`config.mk`:
```
export PLATFORM = sky130hd
export DESIGN_NAME = rbsp_top
export DESIGN_NICKNAME = d
export VERILOG_FILES = /design/src/rtl/rbsp_top.v
export VERILOG_INCLUDE_DIRS = /design/src /design/src/rtl
export SDC_FILE = /design/constraint.sdc
export NUM_CORES = 1
export LEC_CHECK = 0
export ABC_AREA = 1
export BUFFER_PORTS_ARGS = -buffer_cell sky130_fd_sc_hd__buf_2
export CORE_UTILIZATION = 58
export DETAILED_ROUTE_END_ITERATION = 12
export GPL_TIMING_DRIVEN = 0
export PLACE_DENSITY_LB_ADDON = 0.3
export SLEW_MARGIN = 20
export SYNTH_ARGS = -nofsm -noshare
export SYNTH_HDL_FRONTEND = slang
export SYNTH_SLANG_ARGS = --single-unit
```
`constraint.sdc`:
```
create_clock -name aclk -period 4.8 [get_ports aclk]
set_clock_uncertainty 0.15 [all_clocks]
set_input_delay 0.48 -clock aclk [delete_from_list [all_inputs] [get_ports aclk]]
set_output_delay 0.48 -clock aclk [all_outputs]
set_load 0.01 [all_outputs]
```
`src/rtl/rbsp_regs.vh`:
```
// Register map, field positions and framing constants of the receive backplane serial port.
// Assumes inclusion by its bare name from the design file; holds definitions only.
`ifndef RBSP_REGS_VH
`define RBSP_REGS_VH

`define RBSP_AXI_AW        8
`define RBSP_OFF_CFG       8'h00
`define RBSP_OFF_STAT      8'h04
`define RBSP_WORD_LSB      2

`define RBSP_CFG_SYNC_OUT  0
`define RBSP_CFG_E1        1
`define RBSP_CFG_ESTORE    2
`define RBSP_CFG_IBO       3
`define RBSP_CFG_DWIDE     4
`define RBSP_CFG_CRC4      5
`define RBSP_CFG_NFR_HI    7
`define RBSP_CFG_NFR_LO    6
`define RBSP_CFG_SLOT_HI   10
`define RBSP_CFG_SLOT_LO   8
`define RBSP_CFG_W         11
`define RBSP_CFG_RST       11'h000

`define RBSP_STAT_SLIP     0
`define RBSP_STAT_UNDER    1
`define RBSP_STAT_FRM_HI   7
`define RBSP_STAT_FRM_LO   4

`define RBSP_T1_LAST_BIT   8'hc0
`define RBSP_E1_LAST_BIT   8'hff
`define RBSP_T1_LAST_FRM   4'hb
`define RBSP_E1_LAST_FRM   4'hf
`define RBSP_T1_SIG_FRM_A  4'h5
`define RBSP_T1_SIG_FRM_B  4'hb
`define RBSP_CRC4_SUB_FRM  4'h8
`define RBSP_IBO_NFR_2     2'h0
`define RBSP_IBO_NFR_4     2'h1

`define RBSP_RESP_OKAY     2'b00
`define RBSP_RESP_SLVERR   2'b10

`endif

```
`src/rtl/rbsp_top.v`:
```
// Receive backplane serial port of one framer channel: line-side framing, a two-entry
// elastic buffer, backplane-side serial output and the two-way sync pin, with AXI4-Lite registers.
// Assumes line clock, line rails, backplane clock and sync pin are asynchronous to aclk and
// much slower than it; the AXI4-Lite master runs on aclk.
`timescale 1ns/1ps
`default_nettype none
`include "rbsp_regs.vh"

module rbsp_top (
  input  wire                       aclk,
  input  wire                       aresetn,
  input  wire [`RBSP_AXI_AW-1:0]    s_axi_awaddr,
  input  wire [2:0]                 s_axi_awprot,
  input  wire                       s_axi_awvalid,
  output reg                        s_axi_awready,
  input  wire [31:0]                s_axi_wdata,
  input  wire [3:0]                 s_axi_wstrb,
  input  wire                       s_axi_wvalid,
  output reg                        s_axi_wready,
  output reg  [1:0]                 s_axi_bresp,
  output reg                        s_axi_bvalid,
  input  wire                       s_axi_bready,
  input  wire [`RBSP_AXI_AW-1:0]    s_axi_araddr,
  input  wire [2:0]                 s_axi_arprot,
  input  wire                       s_axi_arvalid,
  output reg                        s_axi_arready,
  output reg  [31:0]                s_axi_rdata,
  output reg  [1:0]                 s_axi_rresp,
  output reg                        s_axi_rvalid,
  input  wire                       s_axi_rready,
  input  wire                       line_clock_in,
  input  wire                       line_input_positive,
  input  wire                       line_input_negative,
  input  wire                       receive_backplane_clock,
  output reg                        receive_clock_out,
  output reg                        receive_serial_out,
  input  wire                       receive_sync_pin_i,
  output reg                        receive_sync_pin_o,
  output reg                        receive_sync_pin_oe
);

  // Last bit index of a frame for the selected line rate.
  function [7:0] last_bit;
    input e1;
    begin
      last_bit = e1 ? `RBSP_E1_LAST_BIT : `RBSP_T1_LAST_BIT;
    end
  endfunction

  // Sync pulse level for a given bit and frame position.
  function sync_level;
    input [7:0] bitn;
    input [3:0] frm;
    input       e1;
    input       dwide;
    input       crc4;
    reg         sig;
    begin
      sig = (frm == `RBSP_T1_SIG_FRM_A) || (frm == `RBSP_T1_SIG_FRM_B);
      if (e1) begin
        sync_level = (bitn == 8'h00) && ((frm == 4'h0) || (crc4 && (frm == `RBSP_CRC4_SUB_FRM)));
      end else begin
        sync_level = (bitn == 8'h00) || (dwide && sig && (bitn == 8'h01));
      end
    end
  endfunction

  reg  [`RBSP_CFG_W-1:0]    cfg_r;
  reg                       slip_r;
  reg                       under_r;
  reg                       lclk_s1_r;
  reg                       lclk_s2_r;
  reg                       lclk_d_r;
  reg                       pos_s1_r;
  reg                       pos_s2_r;
  reg                       neg_s1_r;
  reg                       neg_s2_r;
  reg                       bclk_s1_r;
  reg                       bclk_s2_r;
  reg                       bclk_d_r;
  reg                       sync_s1_r;
  reg                       sync_s2_r;
  reg                       sync_d_r;
  reg  [7:0]                lbit_r;
  reg  [3:0]                lfrm_r;
  reg  [7:0]                bbit_r;
  reg  [3:0]                bfrm_r;
  reg  [2:0]                slot_r;
  reg                       buf_mem_r [0:1];
  reg                       buf_wp_r;
  reg                       buf_rp_r;
  reg  [1:0]                buf_cnt_r;
  reg                       aw_hold_r;
  reg                       w_hold_r;
  reg  [`RBSP_AXI_AW-1:0]   awaddr_r;
  reg  [31:0]               wdata_r;
  reg  [3:0]                wstrb_r;
  reg                       ar_pend_r;
  reg  [`RBSP_AXI_AW-1:0]   araddr_r;

  wire                      cfg_sync_out = cfg_r[`RBSP_CFG_SYNC_OUT];
  wire                      cfg_e1       = cfg_r[`RBSP_CFG_E1];
  wire                      cfg_estore   = cfg_r[`RBSP_CFG_ESTORE];
  wire                      cfg_ibo      = cfg_r[`RBSP_CFG_IBO];
  wire                      cfg_dwide    = cfg_r[`RBSP_CFG_DWIDE];
  wire                      cfg_crc4     = cfg_r[`RBSP_CFG_CRC4];
  wire [1:0]                cfg_nfr      = cfg_r[`RBSP_CFG_NFR_HI:`RBSP_CFG_NFR_LO];
  wire [2:0]                cfg_slot     = cfg_r[`RBSP_CFG_SLOT_HI:`RBSP_CFG_SLOT_LO];
  wire                      bp_mode      = cfg_estore | cfg_ibo;

  wire                      line_edge    = lclk_s2_r & ~lclk_d_r;
  // The backplane clock is ignored entirely unless the store or interleaving is on.
  wire                      bp_edge      = bclk_s2_r & ~bclk_d_r & bp_mode;
  wire                      sync_in_edge = sync_s2_r & ~sync_d_r & cfg_estore & ~cfg_sync_out;
  wire [2:0]                slot_last    = (cfg_nfr == `RBSP_IBO_NFR_2) ? 3'h1 :
                                           (cfg_nfr == `RBSP_IBO_NFR_4) ? 3'h3 : 3'h7;
  wire                      my_slot      = ~cfg_ibo | (slot_r == cfg_slot);
  wire                      line_bit     = pos_s2_r | neg_s2_r;
  wire                      buf_in_ready = (buf_cnt_r != 2'h2);
  wire                      buf_push     = line_edge & buf_in_ready;
  wire                      buf_out_rdy  = bp_mode ? (bp_edge & my_slot) : 1'b1;
  wire                      buf_pop      = buf_out_rdy & (buf_cnt_r != 2'h0);
  wire                      slip_set     = line_edge & ~buf_in_ready;
  wire                      under_set    = bp_mode & bp_edge & my_slot & (buf_cnt_r == 2'h0);

  // Synchronisers: the first stage is never read by logic; the second stage and its delayed copy are.
  always @(posedge aclk) begin
    if (!aresetn) begin
      lclk_s1_r <= 1'b0;
      lclk_s2_r <= 1'b0;
      lclk_d_r  <= 1'b0;
      pos_s1_r  <= 1'b0;
      pos_s2_r  <= 1'b0;
      neg_s1_r  <= 1'b0;
      neg_s2_r  <= 1'b0;
      bclk_s1_r <= 1'b0;
      bclk_s2_r <= 1'b0;
      bclk_d_r  <= 1'b0;
      sync_s1_r <= 1'b0;
      sync_s2_r <= 1'b0;
      sync_d_r  <= 1'b0;
    end else begin
      lclk_s1_r <= line_clock_in;
      lclk_s2_r <= lclk_s1_r;
      lclk_d_r  <= lclk_s2_r;
      pos_s1_r  <= line_input_positive;
      pos_s2_r  <= pos_s1_r;
      neg_s1_r  <= line_input_negative;
      neg_s2_r  <= neg_s1_r;
      bclk_s1_r <= receive_backplane_clock;
      bclk_s2_r <= bclk_s1_r;
      bclk_d_r  <= bclk_s2_r;
      sync_s1_r <= receive_sync_pin_i;
      sync_s2_r <= sync_s1_r;
      sync_d_r  <= sync_s2_r;
    end
  end

  // Line-side framer, advanced only on recovered clock edges.
  always @(posedge aclk) begin
    if (!aresetn) begin
      lbit_r            <= 8'h00;
      lfrm_r            <= 4'h0;
      receive_clock_out <= 1'b0;
    end else begin
      receive_clock_out <= lclk_s2_r;
      if (line_edge) begin
        if (lbit_r >= last_bit(cfg_e1)) begin
          lbit_r <= 8'h00;
          if (lfrm_r >= (cfg_e1 ? `RBSP_E1_LAST_FRM : `RBSP_T1_LAST_FRM)) begin
            lfrm_r <= 4'h0;
          end else begin
            lfrm_r <= lfrm_r + 4'h1;
          end
        end else begin
          lbit_r <= lbit_r + 8'h01;
        end
      end
    end
  end

  // Backplane-side bit counter and slot counter; an input sync pulse realigns the frame when the elastic store is on and the sync pin is an input.
  always @(posedge aclk) begin
    if (!aresetn) begin
      bbit_r <= 8'h00;
      bfrm_r <= 4'h0;
      slot_r <= 3'h0;
    end else begin
      if (bp_edge) begin
        slot_r <= (slot_r >= slot_last) ? 3'h0 : slot_r + 3'h1;
      end
      if (sync_in_edge) begin
        bbit_r <= 8'h00;
        bfrm_r <= 4'h0;
      end else if (bp_edge && my_slot) begin
        if (bbit_r >= last_bit(cfg_e1)) begin
          bbit_r <= 8'h00;
          if (bfrm_r >= (cfg_e1 ? `RBSP_E1_LAST_FRM : `RBSP_T1_LAST_FRM)) begin
            bfrm_r <= 4'h0;
          end else begin
            bfrm_r <= bfrm_r + 4'h1;
          end
        end else begin
          bbit_r <= bbit_r + 8'h01;
        end
      end
    end
  end

  // Two-entry buffer between line and backplane. The line cannot be stalled, so a push into a
  // full buffer is dropped and counted as a slip; a starved backplane read repeats the last bit, or in interleaved mode the 0 of other framers' slots.
  always @(posedge aclk) begin
    if (!aresetn) begin
      buf_mem_r[0] <= 1'b0;
      buf_mem_r[1] <= 1'b0;
      buf_wp_r     <= 1'b0;
      buf_rp_r     <= 1'b0;
      buf_cnt_r    <= 2'h0;
    end else begin
      if (buf_push) begin
        buf_mem_r[buf_wp_r] <= line_bit;
        buf_wp_r            <= ~buf_wp_r;
      end
      if (buf_pop) begin
        buf_rp_r <= ~buf_rp_r;
      end
      if (buf_push && !buf_pop) begin
        buf_cnt_r <= buf_cnt_r + 2'h1;
      end else if (buf_pop && !buf_push) begin
        buf_cnt_r <= buf_cnt_r - 2'h1;
      end
    end
  end

  // Serial output and sync pin.
  always @(posedge aclk) begin
    if (!aresetn) begin
      receive_serial_out  <= 1'b0;
      receive_sync_pin_o  <= 1'b0;
      receive_sync_pin_oe <= 1'b0;
    end else begin
      receive_sync_pin_oe <= cfg_sync_out;
      if (buf_pop) begin
        receive_serial_out <= buf_mem_r[buf_rp_r];
      end else if (cfg_ibo && bp_edge && !my_slot) begin
        receive_serial_out <= 1'b0;
      end
      if (!cfg_sync_out) begin
        receive_sync_pin_o <= 1'b0;
      end else if (!bp_mode && line_edge) begin
        receive_sync_pin_o <= sync_level(lbit_r, lfrm_r, cfg_e1, cfg_dwide, cfg_crc4);
      end else if (bp_mode && bp_edge && my_slot) begin
        receive_sync_pin_o <= sync_level(bbit_r, bfrm_r, cfg_e1, cfg_dwide, cfg_crc4);
      end
    end
  end

  // AXI4-Lite write path: address and data are taken independently, the write happens once both
  // are held, and the response follows.
  always @(posedge aclk) begin
    if (!aresetn) begin
      s_axi_awready <= 1'b0;
      s_axi_wready  <= 1'b0;
      s_axi_bvalid  <= 1'b0;
      s_axi_bresp   <= `RBSP_RESP_OKAY;
      aw_hold_r     <= 1'b0;
      w_hold_r      <= 1'b0;
      awaddr_r      <= {`RBSP_AXI_AW{1'b0}};
      wdata_r       <= 32'h00000000;
      wstrb_r       <= 4'h0;
      cfg_r         <= `RBSP_CFG_RST;
      slip_r        <= 1'b0;
      under_r       <= 1'b0;
    end else begin
      s_axi_awready <= 1'b0;
      s_axi_wready  <= 1'b0;
      if (s_axi_awvalid && !s_axi_awready && !aw_hold_r && !s_axi_bvalid) begin
        s_axi_awready <= 1'b1;
        aw_hold_r     <= 1'b1;
        awaddr_r      <= s_axi_awaddr;
      end
      if (s_axi_wvalid && !s_axi_wready && !w_hold_r && !s_axi_bvalid) begin
        s_axi_wready <= 1'b1;
        w_hold_r     <= 1'b1;
        wdata_r      <= s_axi_wdata;
        wstrb_r      <= s_axi_wstrb;
      end
      if (s_axi_bvalid && s_axi_bready) begin
        s_axi_bvalid <= 1'b0;
      end
      if (aw_hold_r && w_hold_r && !s_axi_bvalid) begin
        aw_hold_r    <= 1'b0;
        w_hold_r     <= 1'b0;
        s_axi_bvalid <= 1'b1;
        if (awaddr_r[`RBSP_AXI_AW-1:`RBSP_WORD_LSB] == `RBSP_OFF_CFG >> `RBSP_WORD_LSB) begin
          s_axi_bresp <= `RBSP_RESP_OKAY;
          if (wstrb_r[0]) begin
            cfg_r[7:0] <= wdata_r[7:0];
          end
          if (wstrb_r[1]) begin
            cfg_r[`RBSP_CFG_W-1:8] <= wdata_r[`RBSP_CFG_W-1:8];
          end
        end else if (awaddr_r[`RBSP_AXI_AW-1:`RBSP_WORD_LSB] == `RBSP_OFF_STAT >> `RBSP_WORD_LSB) begin
          s_axi_bresp <= `RBSP_RESP_OKAY;
        end else begin
          s_axi_bresp <= `RBSP_RESP_SLVERR;
        end
      end
      // Sticky flags: a new event in the clearing cycle keeps the flag set.
      if (aw_hold_r && w_hold_r && !s_axi_bvalid && wstrb_r[0] &&
          (awaddr_r[`RBSP_AXI_AW-1:`RBSP_WORD_LSB] == `RBSP_OFF_STAT >> `RBSP_WORD_LSB)) begin
        slip_r  <= slip_set | (slip_r & ~wdata_r[`RBSP_STAT_SLIP]);
        under_r <= under_set | (under_r & ~wdata_r[`RBSP_STAT_UNDER]);
      end else begin
        slip_r  <= slip_r | slip_set;
        under_r <= under_r | under_set;
      end
    end
  end

  // AXI4-Lite read path.
  always @(posedge aclk) begin
    if (!aresetn) begin
      s_axi_arready <= 1'b0;
      s_axi_rvalid  <= 1'b0;
      s_axi_rdata   <= 32'h00000000;
      s_axi_rresp   <= `RBSP_RESP_OKAY;
      ar_pend_r     <= 1'b0;
      araddr_r      <= {`RBSP_AXI_AW{1'b0}};
    end else begin
      s_axi_arready <= 1'b0;
      if (s_axi_arvalid && !s_axi_arready && !ar_pend_r && !s_axi_rvalid) begin
        s_axi_arready <= 1'b1;
        ar_pend_r     <= 1'b1;
        araddr_r      <= s_axi_araddr;
      end
      if (s_axi_rvalid && s_axi_rready) begin
        s_axi_rvalid <= 1'b0;
      end
      if (ar_pend_r && !s_axi_arready && !s_axi_rvalid) begin
        ar_pend_r    <= 1'b0;
        s_axi_rvalid <= 1'b1;
        if (araddr_r[`RBSP_AXI_AW-1:`RBSP_WORD_LSB] == `RBSP_OFF_CFG >> `RBSP_WORD_LSB) begin
          s_axi_rresp <= `RBSP_RESP_OKAY;
          s_axi_rdata <= {{(32-`RBSP_CFG_W){1'b0}}, cfg_r};
        end else if (araddr_r[`RBSP_AXI_AW-1:`RBSP_WORD_LSB] == `RBSP_OFF_STAT >> `RBSP_WORD_LSB) begin
          s_axi_rresp <= `RBSP_RESP_OKAY;
          s_axi_rdata <= {24'h000000, lfrm_r, 2'b00, under_r, slip_r};
        end else begin
          s_axi_rresp <= `RBSP_RESP_SLVERR;
          s_axi_rdata <= 32'h00000000;
        end
      end
    end
  end

endmodule // rbsp_top
`default_nettype wire

```
==> metrics.cfg <==
[route]
detail_route.wl_per_cell_um=12.8
drt_iter0_markers=223
via_per_inst=5.17
drt_wl_total_um=11400
route.detailed.drc=0
dr.pass1.iters=5
vias=4603
ant_nets=0

[synth]
ys_seq_area_frac=0.421
synth_top_cells_by_area=dfxtp_1 (42%), nand2_1 (8.4%), ha_1 (7.2%), nor2_1 (7.2%), inv_1 (5.9%)
synth_area_per_cell_um2=7.52
synthFlopType=dfxtp_1
ys_seq_elements=109
netlist_instances=689
synthTopCellsByCount=nand2_1 (116), dfxtp_1 (109), nor2_1 (99)
yosysTopAreaCell=dfxtp_1
synth_top_area_share=0.421
synth-edff-count=0
synth.most_common_cell=nand2_1
netlist_area_mm2=0.00518
ys_warn_count=0
yosys.cell_types.count=40
async_reset_ff_frac=0

[worst_setup_path]
crit_type=register to register
path_cells=inv_1 > ha_1 > a21oi_1 > a21boi_0 > nand2_1 > nand3_1 > nand2_1 > o22ai_1
required_ns=4.94
rr_endpoint=lfrm_r[1]
critical_path.max_fanout=13
cp_slowest_cell=dfxtp_1
max_stage_delay_ns=0.52
start_kind=register
crit_path_frequent_cell=nand2_1
r2r_slack_ns=2.07
reg2reg_from=cfg_r[1]
reg2regPathDepth=8
end_kind=register
cp.arrival_ns=2.86

[floorplanning]
core.rowCount=34
start_util=0.597
die_area_mm2=0.00931
die_w_um=96.5
boundaryPins=115
die_y_um=96.5
core_mm2=0.00868

[clock_tree]
ctsHoldBuffers=0
clockRootBuffer=clkbuf_8
cts_sinks=109
cts_tree=built
cts-htree-levels=3
clkLatencyLatePin_ns=0.36
cts_resized=0
cts.path.max_buffers=2
cts_setup_buffers=0
numCtsBuffers=9
path_clk_slew_ns=0.10

[place]
port_buffers=57
dp_cells=876
dp_hpwl_um=8530
gp_congestion=0.887

[global_route]
grt_pass1_vias=4231
grt_pass1_wl_um=18500
antenna_found_initial=0
grt_start_max_net_pins=19
gr-total-overflow=0
grt.total_usage=0.256

[status]
status=completed

[cells_and_area]
n_antenna_cell=0
finalNonFillerCells=891
layout-drive-gt1-share=0.152
syn_to_final_growth_pct=13.9
final_nets=879

[sta]
max_slew_margin=0.539
fin_crit_sh=0.568
final.min_clock_period_ns=2.73
rsz0062_at_grt=no
hold_viol_final=0
maxSlewViolCount=0
finalSetupTns_ns=0
tightestPinTransition_ns=0.692
setup_viol=0
fmax_ghz=0.366

[min_path]
holdCritStartpoint=line_clock_in
hold_path.class=input pin to register
holdPathEnd=lclk_s1_r
whs_path_depth=3

[run]
drv_cap=0

[power]
peakVddDrop_v=0.000233
leakage_nw=2.78
powerDensity_mw_per_mm2=316

-- sequential cells by signal, summed over array words and instances, names as in the netlist, 2 cells and up, named ones only --
signal       flops
buf_mem_r        2
buf_cnt_r        2
awaddr_r         6
s_axi_rdata     11
cfg_r           11
slot_r           3
araddr_r         6
wdata_r         11
lfrm_r           4
lbit_r           8
bbit_r           8
bfrm_r           4
wstrb_r          2
-- placed cells by master, fill, tap and decap left out, drive strengths merged, types with 22 or more instances in the layout --
cell      n
nand2   120
dfxtp   109
nor2    100
inv      86
buf      86
o21ai    48
a21oi    44
nand3    42
ha       30
conb     23
clkbuf   22
-- metal layers --
metal  share of wire  routed length [um]  GRT usage  vias up
li1                -                   -          -     2354
met1            0.43                4900      0.310     2100
met5               0                   0          0        -
met2            0.50                5720      0.451      121
met4           0.021                 241      0.102        0
met3           0.044                 501     0.0399       28
-- area by class of cell --
| class | instances | area (um^2) |
|---|---|---|
| tap | 108 | 135 |
| timing repair buffer | 57 | 285 |
| clock buffer | 9 | 124 |
| inverter | 86 | 323 |
| clock inverter | 6 | 93.8 |
| multi-input combinational | 474 | 2490 |
| fill | 758 | 2780 |
| buffer | 42 | 265 |
| sequential | 109 | 2180 |
-- power by group --
part / total (mW) / switching [mW] / internal [mW]
registers: 0.994 / 0.0305 / 0.964
clock network: 0.612 / 0.316 / 0.296
logic: 0.259 / 0.166 / 0.0934
-- through the flow --
stage / setup slack, ns / total power, mW / hold slack, ns / utilization / instance area (um^2)
after global placement: 2.20 / 1.26 / 0.245 / 0.655 / 5680
after detailed placement: 2.10 / 1.27 / 0.250 / 0.655 / 5680
after CTS: 2.06 / 1.87 / 0.124 / 0.680 / 5900
after global routing: 1.81 / 1.96 / 0.147 / 0.680 / 5900
after floorplan: 2.80 / 1.20 / 0.240 / - / 5260
final: 2.07 / 1.87 / 0.139 / 0.680 / 5900
-- worst max-delay path by stage --
stage / from / endpoint / slack (ns) / cells past startpoint
after floorplan: cfg_r[1] / lbit_r[1] / 2.80 / 8
after global placement: cfg_r[1] / lbit_r[2] / 2.20 / 8
after detailed placement: cfg_r[1] / lbit_r[1] / 2.10 / 8
after CTS: cfg_r[1] / lbit_r[1] / 2.06 / 8
after global routing: cfg_r[1] / lbit_r[1] / 1.81 / 8
final: cfg_r[1] / lfrm_r[1] / 2.07 / 8
-- cells by family after synthesis --
kind of cell | synth area share
XOR/XNOR | 0.0203
AND/OR/NAND/NOR | 0.240
flip-flops | 0.421
buffers and inverters | 0.114
adder cells (fa/ha/maj) | 0.0725
AO/OA/AOI/OAI | 0.132
other | 0.000724
-- critical path, delay by kind of cell, from the launching register on --
family                     cells  cell delay, ns
AOI/OAI and AO/OA              3            0.59
adders and majority gates      1            0.40
buffers and inverters          1            0.33
DFF                            1            0.52
and+or+nand+nor                3            0.66
Note: power is estimated with default switching activity, not from simulation.
